[config.mk]
export PLATFORM = sky130hd
export DESIGN_NAME = shared_pin_priority_mux
export DESIGN_NICKNAME = d
export VERILOG_FILES = /design/src/inc/pin_mux_pkg.sv /design/src/verilog/pin_owner_sel.sv /design/src/verilog/shared_pin_priority_mux.sv
export SDC_FILE = /design/constraint.sdc
export NUM_CORES = 1
export LEC_CHECK = 0
export ABC_CLOCK_PERIOD_IN_PS = 1800
export BUFFER_PORTS_ARGS = -buffer_cell sky130_fd_sc_hd__buf_2
export CORE_UTILIZATION = 30
export DETAILED_ROUTE_END_ITERATION = 8
export SLEW_MARGIN = 20
export SYNTH_ARGS = -nofsm -noshare
export SYNTH_HDL_FRONTEND = slang
export SYNTH_SLANG_ARGS = --single-unit
[constraint.sdc]
create_clock -name clk -period 1.8 [get_ports clk]
set_clock_uncertainty 0.2 [all_clocks]
set_input_delay 0.36 -clock clk [delete_from_list [all_inputs] [get_ports clk]]
set_output_delay 0.36 -clock clk [all_outputs]
set_load 0.02 [all_outputs]
[src/inc/pin_mux_pkg.sv]
// constants, carriers and the priority function for the shared pin mux
// assumes one 100 MHz clock and a 32-bit apb register port
package pin_mux_pkg;

  localparam int NPIN = 8;
  localparam int NSLOT = 4;

  // pin index: port a lines 0..5, then port b lines 0 and 1
  localparam int PIN_B0 = 6;
  localparam int PIN_INPUT_ONLY = 2;

  // register byte offsets
  localparam logic [7:0] OFS_ANALOG_SEL = 8'h00;
  localparam logic [7:0] OFS_KBD_EN = 8'h04;
  localparam logic [7:0] OFS_MISC_EN = 8'h08;
  localparam logic [7:0] OFS_PORT_DIR = 8'h0c;
  localparam logic [7:0] OFS_PORT_DATA = 8'h10;
  localparam logic [7:0] OFS_PULLUP = 8'h14;
  localparam logic [7:0] OFS_PIN_LEVEL = 8'h18;
  localparam logic [7:0] OFS_OWNER = 8'h1c;

  // values after reset: every pin a port input
  localparam logic [5:0] RST_ANALOG_SEL = 6'h00;
  localparam logic [5:0] RST_KBD_EN = 6'h00;
  localparam logic [7:0] RST_MISC_EN = 8'h00;
  localparam logic [7:0] RST_PORT = 8'h00;

  // misc enable register bit positions
  localparam int MISC_TIMER0 = 0;
  localparam int MISC_TIMER1 = 1;
  localparam int MISC_IRQ = 2;
  localparam int MISC_TIMER_CLK = 3;
  localparam int MISC_RSTPIN = 4;
  localparam int MISC_OSCIN = 5;
  localparam int MISC_XTAL = 6;
  localparam int MISC_CLKOUT = 7;

  typedef logic [1:0] slot_t;
  localparam slot_t SLOT_TOP = 2'h0;
  localparam slot_t SLOT_PORT = 2'h3;

  typedef struct packed {
    logic oe;
    logic out;
    logic pue;
  } pad_ctl_t;

  typedef struct packed {
    logic [5:0] kbd;
    logic [1:0] tch;
    logic timer_clk;
    logic irq_n;
    logic rst_n;
    logic xtal;
  } fn_in_t;

  // lowest set index wins; slot 0 is the highest priority
  function automatic slot_t first_set(input logic [NSLOT-1:0] en);
    slot_t idx;
    idx = SLOT_PORT;
    for (int i = NSLOT - 1; i >= 0; i--) begin
      if (en[i]) begin
        idx = slot_t'(i);
      end
    end
    return idx;
  endfunction

endpackage

[src/verilog/pin_owner_sel.sv]
// one pin's owner choice and pad control select
// assumes the port slot is always requested by the caller
`timescale 1ns/1ps
`default_nettype none
module pin_owner_sel
  import pin_mux_pkg::*;
(
  input wire logic [NSLOT-1:0] en,
  input wire logic [NSLOT-1:0] analog,
  input wire pad_ctl_t slot_ctl [NSLOT],
  output slot_t owner,
  output pad_ctl_t pad
);
  slot_t drv;

  always_comb begin
    owner = first_set(en);
    // analog never drives; the next enabled function keeps the pad
    drv = first_set(en & ~analog); // [RULE10]
    pad = slot_ctl[drv]; // [RULE14]
  end

endmodule // pin_owner_sel
`default_nettype wire

[src/verilog/shared_pin_priority_mux.sv]
// priority mux for the eight shared package pins, apb register port
// assumes pad inputs are asynchronous and timer/osc inputs share clk
`timescale 1ns/1ps
`default_nettype none
//
// Behaviour
// RULE1 - after any reset every shared pin is a port input
// RULE2 - port a line 0: analog 0, timer ch 0, keyboard 0, port
// RULE3 - port a line 1: analog 1, timer ch 1, keyboard 1, port
// RULE4 - port a line 2: irq, timer clock, keyboard 2, input port
// RULE5 - port a line 3: reset pin, keyboard 3, port
// RULE6 - port a line 4: osc output, analog 2, keyboard 4, port
// RULE7 - port a line 5: osc input, analog 3, keyboard 5, port
// RULE8 - port b line 0: analog 4 beats the port bit
// RULE9 - port b line 1: analog 5 beats the port bit
// RULE10 - analog select never disables other functions at the pad
// RULE11 - software leaves analog pins as inputs, others disabled
// RULE12 - line 4 drives the clock out only with clock-out enable set; the code also drives it when the xtal bit is set
// RULE13 - port b pads absent on small packages, never driven
// RULE14 - pad controls come from the granted function only
module shared_pin_priority_mux
  import pin_mux_pkg::*;
#(
  parameter bit HAS_PORT_B = 1'b1
) (
  input wire logic clk,
  input wire logic arst_n,
  input wire logic sys_rst_req,
  input wire logic psel,
  input wire logic penable,
  input wire logic pwrite,
  input wire logic [7:0] paddr,
  input wire logic [31:0] pwdata,
  output logic [31:0] prdata,
  output logic pready,
  output logic pslverr,
  input wire logic [NPIN-1:0] pad_in,
  input wire logic [1:0] tch_oe_in,
  input wire logic [1:0] tch_out_in,
  input wire logic xtal_output,
  output pad_ctl_t pad_ctl [NPIN],
  output logic [5:0] analog_sw,
  output fn_in_t fn_in
);

  logic [5:0] analog_sel_ff, nxt_analog_sel;
  logic [5:0] kbd_en_ff, nxt_kbd_en;
  logic [7:0] misc_ff, nxt_misc;
  logic [7:0] dir_ff, nxt_dir;
  logic [7:0] data_ff, nxt_data;
  logic [7:0] pull_ff, nxt_pull;
  logic [31:0] prdata_ff, nxt_prdata;
  logic [NPIN-1:0] sync1_ff, sync2_ff;
  pad_ctl_t pad_ff [NPIN];
  pad_ctl_t nxt_pad [NPIN];
  logic [2*NPIN-1:0] owner_ff, nxt_owner;
  logic [5:0] analog_sw_ff, nxt_analog_sw;
  fn_in_t fn_ff, nxt_fn;

  logic [NSLOT-1:0] en [NPIN];
  logic [NSLOT-1:0] ana [NPIN];
  pad_ctl_t ctl [NPIN][NSLOT];
  slot_t owner [NPIN];
  pad_ctl_t pad_sel [NPIN];
  logic wr_en;
  logic rd_setup;
  logic mapped;

  // apb slave, zero wait states
  always_comb begin
    wr_en = psel & penable & pwrite;
    rd_setup = psel & ~penable & ~pwrite;
    unique case (paddr)
      OFS_ANALOG_SEL, OFS_KBD_EN, OFS_MISC_EN, OFS_PORT_DIR,
      OFS_PORT_DATA, OFS_PULLUP, OFS_PIN_LEVEL, OFS_OWNER: mapped = 1'b1;
      default: mapped = 1'b0;
    endcase
    pready = 1'b1;
    pslverr = psel & penable & ~mapped;
    prdata = prdata_ff;
  end

  always_comb begin
    nxt_analog_sel = analog_sel_ff;
    nxt_kbd_en = kbd_en_ff;
    nxt_misc = misc_ff;
    nxt_dir = dir_ff;
    nxt_data = data_ff;
    nxt_pull = pull_ff;
    nxt_prdata = prdata_ff;
    if (wr_en) begin
      unique case (paddr)
        OFS_ANALOG_SEL: nxt_analog_sel = pwdata[5:0];
        OFS_KBD_EN: nxt_kbd_en = pwdata[5:0];
        OFS_MISC_EN: nxt_misc = pwdata[7:0];
        OFS_PORT_DIR: nxt_dir = pwdata[7:0];
        OFS_PORT_DATA: nxt_data = pwdata[7:0];
        OFS_PULLUP: nxt_pull = pwdata[7:0];
        default: ;
      endcase
    end
    // read data captured in setup so it leaves a flip-flop
    if (rd_setup) begin
      unique case (paddr)
        OFS_ANALOG_SEL: nxt_prdata = {26'h0, analog_sel_ff};
        OFS_KBD_EN: nxt_prdata = {26'h0, kbd_en_ff};
        OFS_MISC_EN: nxt_prdata = {24'h0, misc_ff};
        OFS_PORT_DIR: nxt_prdata = {24'h0, dir_ff};
        OFS_PORT_DATA: nxt_prdata = {24'h0, data_ff};
        OFS_PULLUP: nxt_prdata = {24'h0, pull_ff};
        OFS_PIN_LEVEL: nxt_prdata = {24'h0, sync2_ff};
        OFS_OWNER: nxt_prdata = {16'h0, owner_ff};
        default: nxt_prdata = 32'h0;
      endcase
    end
    // any internal reset drops every pin back to a port input
    if (sys_rst_req) begin
      nxt_analog_sel = RST_ANALOG_SEL; // [RULE1]
      nxt_kbd_en = RST_KBD_EN;
      nxt_misc = RST_MISC_EN;
      nxt_dir = RST_PORT;
      nxt_data = RST_PORT;
      nxt_pull = RST_PORT;
    end
  end

  always_ff @(posedge clk or negedge arst_n) begin
    if (!arst_n) begin
      analog_sel_ff <= RST_ANALOG_SEL; // [RULE1]
      kbd_en_ff <= RST_KBD_EN;
      misc_ff <= RST_MISC_EN;
      dir_ff <= RST_PORT;
      data_ff <= RST_PORT;
      pull_ff <= RST_PORT;
      prdata_ff <= 32'h0;
    end else begin
      analog_sel_ff <= nxt_analog_sel;
      kbd_en_ff <= nxt_kbd_en;
      misc_ff <= nxt_misc;
      dir_ff <= nxt_dir;
      data_ff <= nxt_data;
      pull_ff <= nxt_pull;
      prdata_ff <= nxt_prdata;
    end
  end

  // per pin requests, slot 0 highest, slot 3 the port bit
  always_comb begin
    for (int p = 0; p < NPIN; p++) begin
      en[p] = 4'h8;
      ana[p] = 4'h0;
      for (int s = 0; s < NSLOT; s++) begin
        ctl[p][s] = '0;
      end
      ctl[p][SLOT_PORT].oe = dir_ff[p] & (p != PIN_INPUT_ONLY);
      ctl[p][SLOT_PORT].out = data_ff[p];
      ctl[p][SLOT_PORT].pue = pull_ff[p] & ~ctl[p][SLOT_PORT].oe;
    end
    for (int p = 0; p < 2; p++) begin
      en[p][0] = analog_sel_ff[p]; // [RULE2] [RULE3]
      ana[p][0] = 1'b1;
      en[p][1] = misc_ff[MISC_TIMER0 + p];
      ctl[p][1].oe = tch_oe_in[p];
      ctl[p][1].out = tch_out_in[p];
      en[p][2] = kbd_en_ff[p];
      ctl[p][2].pue = pull_ff[p];
    end
    en[2][0] = misc_ff[MISC_IRQ]; // [RULE4]
    ctl[2][0].pue = pull_ff[2];
    en[2][1] = misc_ff[MISC_TIMER_CLK];
    en[2][2] = kbd_en_ff[2];
    ctl[2][2].pue = pull_ff[2];
    en[3][0] = misc_ff[MISC_RSTPIN]; // [RULE5]
    ctl[3][0].pue = 1'b1;
    en[3][1] = kbd_en_ff[3];
    ctl[3][1].pue = pull_ff[3];
    // rc/internal clock out with the clock-out enable or with the xtal bit set
    en[4][0] = misc_ff[MISC_XTAL] | misc_ff[MISC_CLKOUT]; // [RULE6] [RULE12]
    ctl[4][0].oe = 1'b1;
    ctl[4][0].out = xtal_output;
    en[4][1] = analog_sel_ff[2];
    ana[4][1] = 1'b1;
    en[4][2] = kbd_en_ff[4];
    ctl[4][2].pue = pull_ff[4];
    en[5][0] = misc_ff[MISC_OSCIN] | misc_ff[MISC_XTAL]; // [RULE7]
    en[5][1] = analog_sel_ff[3];
    ana[5][1] = 1'b1;
    en[5][2] = kbd_en_ff[5];
    ctl[5][2].pue = pull_ff[5];
    for (int p = PIN_B0; p < NPIN; p++) begin
      en[p][0] = analog_sel_ff[p - 2]; // [RULE8] [RULE9]
      ana[p][0] = 1'b1;
    end
  end

  for (genvar g = 0; g < NPIN; g++) begin : g_pin
    pin_owner_sel u_sel (
      .en(en[g]),
      .analog(ana[g]),
      .slot_ctl(ctl[g]),
      .owner(owner[g]),
      .pad(pad_sel[g])
    );
  end

  always_comb begin
    for (int p = 0; p < NPIN; p++) begin
      nxt_pad[p] = pad_sel[p]; // [RULE14]
      nxt_owner[2*p +: 2] = owner[p];
      if (p >= PIN_B0 && !HAS_PORT_B) begin
        nxt_pad[p] = '0; // [RULE13]
        nxt_owner[2*p +: 2] = SLOT_PORT;
      end
    end
    // analog switch follows its select even when a digital one drives
    nxt_analog_sw = analog_sel_ff; // [RULE10]
    if (!HAS_PORT_B) begin
      nxt_analog_sw[5:4] = 2'h0; // [RULE13]
    end
    // pad level reaches every enabled input function
    nxt_fn.kbd = kbd_en_ff & sync2_ff[5:0]; // [RULE14]
    nxt_fn.tch = misc_ff[MISC_TIMER1:MISC_TIMER0] & sync2_ff[1:0];
    nxt_fn.timer_clk = misc_ff[MISC_TIMER_CLK] & sync2_ff[2];
    nxt_fn.irq_n = ~misc_ff[MISC_IRQ] | sync2_ff[2];
    nxt_fn.rst_n = ~misc_ff[MISC_RSTPIN] | sync2_ff[3];
    nxt_fn.xtal = (misc_ff[MISC_OSCIN] | misc_ff[MISC_XTAL]) & sync2_ff[5];
  end

  // pad outputs lag the registers by one cycle
  always_ff @(posedge clk or negedge arst_n) begin
    if (!arst_n) begin
      sync1_ff <= '0;
      sync2_ff <= '0;
      for (int p = 0; p < NPIN; p++) begin
        pad_ff[p] <= '0; // [RULE1]
      end
      owner_ff <= {NPIN{SLOT_PORT}};
      analog_sw_ff <= 6'h0;
      fn_ff <= '{kbd: 6'h0, tch: 2'h0, timer_clk: 1'b0, irq_n: 1'b1,
                 rst_n: 1'b1, xtal: 1'b0};
    end else begin
      sync1_ff <= pad_in;
      sync2_ff <= sync1_ff;
      pad_ff <= nxt_pad;
      owner_ff <= nxt_owner;
      analog_sw_ff <= nxt_analog_sw;
      fn_ff <= nxt_fn;
    end
  end

  assign pad_ctl = pad_ff;
  assign analog_sw = analog_sw_ff;
  assign fn_in = fn_ff;
endmodule // shared_pin_priority_mux
`default_nettype wire

Yosys cells after proc, flatten, opt, wreduce, memory -nomap -nowiden
Memories as Yosys holds them, arrays and structs flattened.
Cells that the tools add are included.
{"block": "op_classes", "n_bitwise": 38, "reduce_logical": 15, "n_lt_le_gt_ge": 6, "eq_ne": 7, "n_mux": 59}
{"cell": "$pmux W16 S8", "n": 1}
{"cell": "$mux W8", "n": 12}
{"cell": "$bmux W3 S2", "n": 6}
{"cell": "$mux W3", "n": 12}
{"cell": "$mux W6", "n": 6}
{"cell": "$eq A8 B5 Y1 const B", "n": 4}
{"cell": "$mux W2", "n": 16}
{"cell": "$ge A3 B3 Y1 const B", "n": 6}
{"cell": "$not A2 Y3", "n": 6}
{"cell": "$eq A8 B4 Y1 const B", "n": 2}
{"cell": "$and A1 B1 Y1", "n": 14}
{"cell": "$reduce_bool A2 Y1", "n": 7}
{"cell": "$not A1 Y1", "n": 12}
{"cell": "$reduce_and A2 Y1", "n": 6}
{"cell": "$eq A8 B3 Y1 const B", "n": 1}
{"cell": "$logic_not A8 Y1", "n": 1}
{"cell": "$and A6 B6 Y6", "n": 1}
{"cell": "$mux W1", "n": 6}
{"cell": "$or A1 B1 Y1", "n": 4}
{"cell": "$logic_not A3 Y1", "n": 1}
{"cell": "$and A2 B2 Y2", "n": 1}
{"block": "totals", "ff_bits": 150, "out_inout_bits": 76, "in_bits": 59, "rom_bits": 32, "word_cells": 167, "mem_count": 1}
{"name": "(no name shown)", "depth": 32, "word_bits": 1, "rd": 1, "rd_ports_with_merged_regs": 0, "wr": 0, "line": "shared_pin_priority_mux.sv:73", "source": "unique case (paddr)"}

Longest topological paths before layout
{"block": "logic_depth", "word_depth": 7, "mapped_depth": 7, "depth_no_buf": 4}

Cells and area by module
A second synthesis with hierarchy kept.
{"block": "unflattened", "cells_unflattened": 543, "hier_area_um2": 6243.5}
{"module": "shared_pin_priority_mux", "cells_each": 367, "area_each_um2": 5172.5, "n_inst": 1, "seq_area_each_um2": 3375.7}
{"module": "pin_owner_sel", "cells_each": 22, "area_each_um2": 133.9, "n_inst": 8, "seq_area_each_um2": 0.0}

Worst setup path after synthesis
No wires, ideal clock.
{"block": "synth_path", "kind": "input to register", "startpoint": "input port paddr[5]", "endpoint": "register data_ff[0]", "setup_slack_ns": -0.298, "cell_stages": 6, "arrival_ns": 1.766, "required_ns": 1.468, "n_path_buf": 2, "setup_ns": 0.132, "cell_sequence": "or3_1 buf_6 or4_1 buf_2 mux2i_1 nor2_1"}
{"block": "synth_via", "elab_chain_len": 3}
{"element": "start, declared", "line": "shared_pin_priority_mux.sv:32", "source": "input wire logic [7:0] paddr,"}
{"element": "$eq A8 B5 Y1", "line": "shared_pin_priority_mux.sv:92", "source": "unique case (paddr)"}
{"element": "$reduce_bool A2 Y1 (no line)"}
{"element": "$reduce_and A2 Y1 (no line)"}
{"element": "end signal, assigned", "line": "shared_pin_priority_mux.sv:141", "source": "data_ff <= nxt_data;"}
{"element": "end, declared", "line": "shared_pin_priority_mux.sv:50", "source": "logic [7:0] data_ff, nxt_data;"}
No other way between the ends.
A chain may end at the register's enable or synchronous reset.

Final worst setup path
{"block": "layout_path", "startpoint": "input port paddr[6]", "endpoint": "output port pslverr"}
{"block": "layout_via", "elab_chain_len": 4}
{"element": "$logic_not A3 Y1", "line": "shared_pin_priority_mux.sv:73"}
{"element": "$mux W1", "line": "shared_pin_priority_mux.sv:73"}
{"element": "$not A1 Y1", "line": "shared_pin_priority_mux.sv:79", "source": "pslverr = psel & penable & ~mapped;"}
{"element": "$and A1 B1 Y1", "line": "shared_pin_priority_mux.sv:79"}
{"element": "end, declared", "line": "shared_pin_priority_mux.sv:36", "source": "output logic pslverr,"}
No other way between the ends.

==> qor.txt <==
total gr overflow: 0
Hold Crit Class: primary input to flip-flop
Max Cap Violations: 0
maximum operating frequency: 507.9 MHz
Skew-Pair Late Insertion Delay: 0.42 ns
Area Growth Syn to Fin: 30.83%
leakage: 3.364 nW
synthesized area: 5289 sq um
crit end category: output pin
Max FO, Critical Path: 3
FP Rows: 48
Final Critical Period: 1.969 ns
FFs w/ async S/R, synth: 100.0%
Fin Hold WS: 0.06095 ns
Worst Path Arrival: 1.41 ns
PnR worst setup slack: -0.1690 ns
CTS H-tree depth: 4
detailed-route wire length per cell: 16.23 um
Crit Path Class: primary input to output pin
Yosys warnings: 0
core outline area: 17240 sq um
Die W: 134.8 um
power per cell area: 951.5 nW/um^2
synth cell count leaders: dfrtp_1 (113), mux2i_1 (69), nor2_1 (57)
layout cells sized above 1: 33.63%
die height: 134.8 um
Clock transition at path regs: 0.06 ns
clk root buf: clkbuf_16
Final Cell Area: 6919 sq um
max incr delay on CP: 0.39 ns
PortBufs: 92
Ports: 135
Seq/Total Area, Yosys: 61.41%
vias: 3596
status: finished with violations
count leader, synth: dfrtp_1
Crit-path slowest cell: or3_4
hpwl dp: 8882 um
fin nets: 611
CP cell instances: buf_6 -> or3_4 -> buf_6 -> o311a_1 -> buf_6
failing checks: negative setup slack
CTS Sinks: 129
vias in the first global route: 3614
worst slew pin tran: 0.5463 ns
First DRT Iteration DRCs: 171
Final Max Slew Viols: 0
Via density: 4.552
Total GRT Usage: 14.95%
share of the synthesized area in the top cell type: 53.47%
Synth Area per Inst: 12.56 sq um
Main synth FF type: dfrtp_1
CP required: 1.24 ns
drt drc: 0
TritonCTS Buffers: 17
Cell Area, Placed: 6162 sq um
first-pass GRT wire length: 20070 um
leading area contributor after synthesis: dfrtp_1
Initial Util: 30.68%
most used cell along the critical path: buf_6
Die ar.: 18160 sq um
maximum buffer depth of the clock tree: 2
DR pass1 iterations: 4
startpoint types: primary input
synth unique cells: 43
period utilization: 109.4%
Post-synth EDFFs: 0
TritonCTS clock tree: built
Antenna Nets Post-Route: 0
drt total wl: 12820 um
slew margin rel.: 63.10%
RSZ-0062 raised after global routing: yes
top cells by area, synth: dfrtp_1 (53%), mux2i_1 (13%), dfstp_2 (7.9%)
GP Congestion: 0.7880
number of synthesized register bits: 129
Mapped Cells: 421
Total Power: 6.584 mW
final setup fails: 17
initial antenna violation count: 0
Ant. Diodes: 0
largest net degree at the start of global routing: 73
Hold Vio Cnt, Final: 0
Peak VDD IR: 0.6645 mV
==> stage by stage <==
step / setup TNS [ns] / std cells / setup WS, ns / utilization (%)
2_1_floorplan: -10.72 / 437 / -0.2646 / -
3_3_place_gp: -17.34 / 743 / -0.4503 / 35.75
6_report: -1.040 / 790 / -0.1690 / 40.14
5_1_grt: -1.664 / 790 / -0.1887 / 40.14
4_1_cts: -0.1697 / 789 / -0.1694 / 40.06
3_5_place_dp: -18.75 / 743 / -0.4982 / 35.75
==> sequential cells by signal (all words and copies together) (netlist names) <==
register       count
pull_ff            8
misc_ff            8
prdata            14
analog_sel_ff      6
pad_ctl           23
sync2_ff           8
data_ff            8
fn_in             12
owner_ff          14
kbd_en_ff          6
analog_sw          6
dir_ff             8
sync1_ff           8
==> worst max-delay path: cells and delay by family <==
| kind | cells | cell delay, ns |
|---|---|---|
| buf+inv | 3 | 0.37 |
| simple gates | 1 | 0.39 |
| compound gates | 1 | 0.30 |
==> power breakdown <==
group / switching [mW] / internal [mW]
sequential: 0.0111 / 2.92
combinational: 0.226 / 0.133
clock: 1.36 / 1.93
==> layer usage <==
metal / vias to the layer above / global-route usage, % / share of wire (%) / wire length (um)
met5: - / 0 / 0 / 0
met4: 0 / 5.056 / 1.3 / 162
met3: 13 / 4.880 / 5.6 / 723
met2: 95 / 23.02 / 47 / 6075
met1: 1806 / 19.75 / 46 / 5860
li1: 1682 / - / - / -
==> placed cells by master (no fill, tap or decap), drive strengths merged, types with 2 or more instances in the layout <==
cell	n
dfstp	16
a21oi	3
inv	18
clkbuf	17
clkinvlp	4
nand3	5
nor3b	2
nor4	7
or3b	2
nor2	57
a22o	9
conb	18
nor2b	5
and2	13
clkinv	4
o22ai	6
dlygate4sd3	13
or3	2
o221ai	6
o21ai	15
nand2	10
dfrtp	113
mux2i	69
nor3	3
nand2b	3
a21boi	2
buf	125
mux2	4
or4	3
==> cell type report <==
| class | instances | area, sq um |
|---|---|---|
| clock buffers | 17 | 425.4 |
| clock inverters | 15 | 150.1 |
| fillers | 1643 | 10320 |
| inverters | 12 | 45.04 |
| multi-input cells | 254 | 1813 |
| flip-flops and latches | 129 | 3248 |
| well taps | 225 | 281.5 |
| repair buffers | 138 | 955.9 |
==> repair_timing <==
action,in CTS,in global routing
hold buffers,13,0
setup buffers,1,1
setup endpoints to repair,7,9
endpoints found under the hold margin,125,0
gates resized for setup,7,4
pin swaps,1,5
==> cells by family (layout without fill, tap and decap cells) <==
family	count (synthesis)	in the layout	synth area share [%]
AOI/OAI and AO/OA	45	45	5.820
buffers and inverters	54	182	5.678
DFF	129	129	61.41
muxes	74	74	14.34
other	2	18	0.1420
and+or+nand+nor	117	117	12.61
==> final timing paths <==
check,from,end,slack (ns),cells past startpoint
worst max-delay path,paddr[6],pslverr,-0.17,5
worst min-delay path,pwdata[7],dir_ff[7],0.06,3
worst max register to register,misc_ff[6],pad_ctl[10],0.34,2
worst min register to register,sync1_ff[0],sync2_ff[0],0.15,0
max in group asynchronous,arst_n,fn_in[1],0.70,3
min in group asynchronous,arst_n,pull_ff[7],0.30,3
No activity file was read; power rests on OpenSTA's default activity.
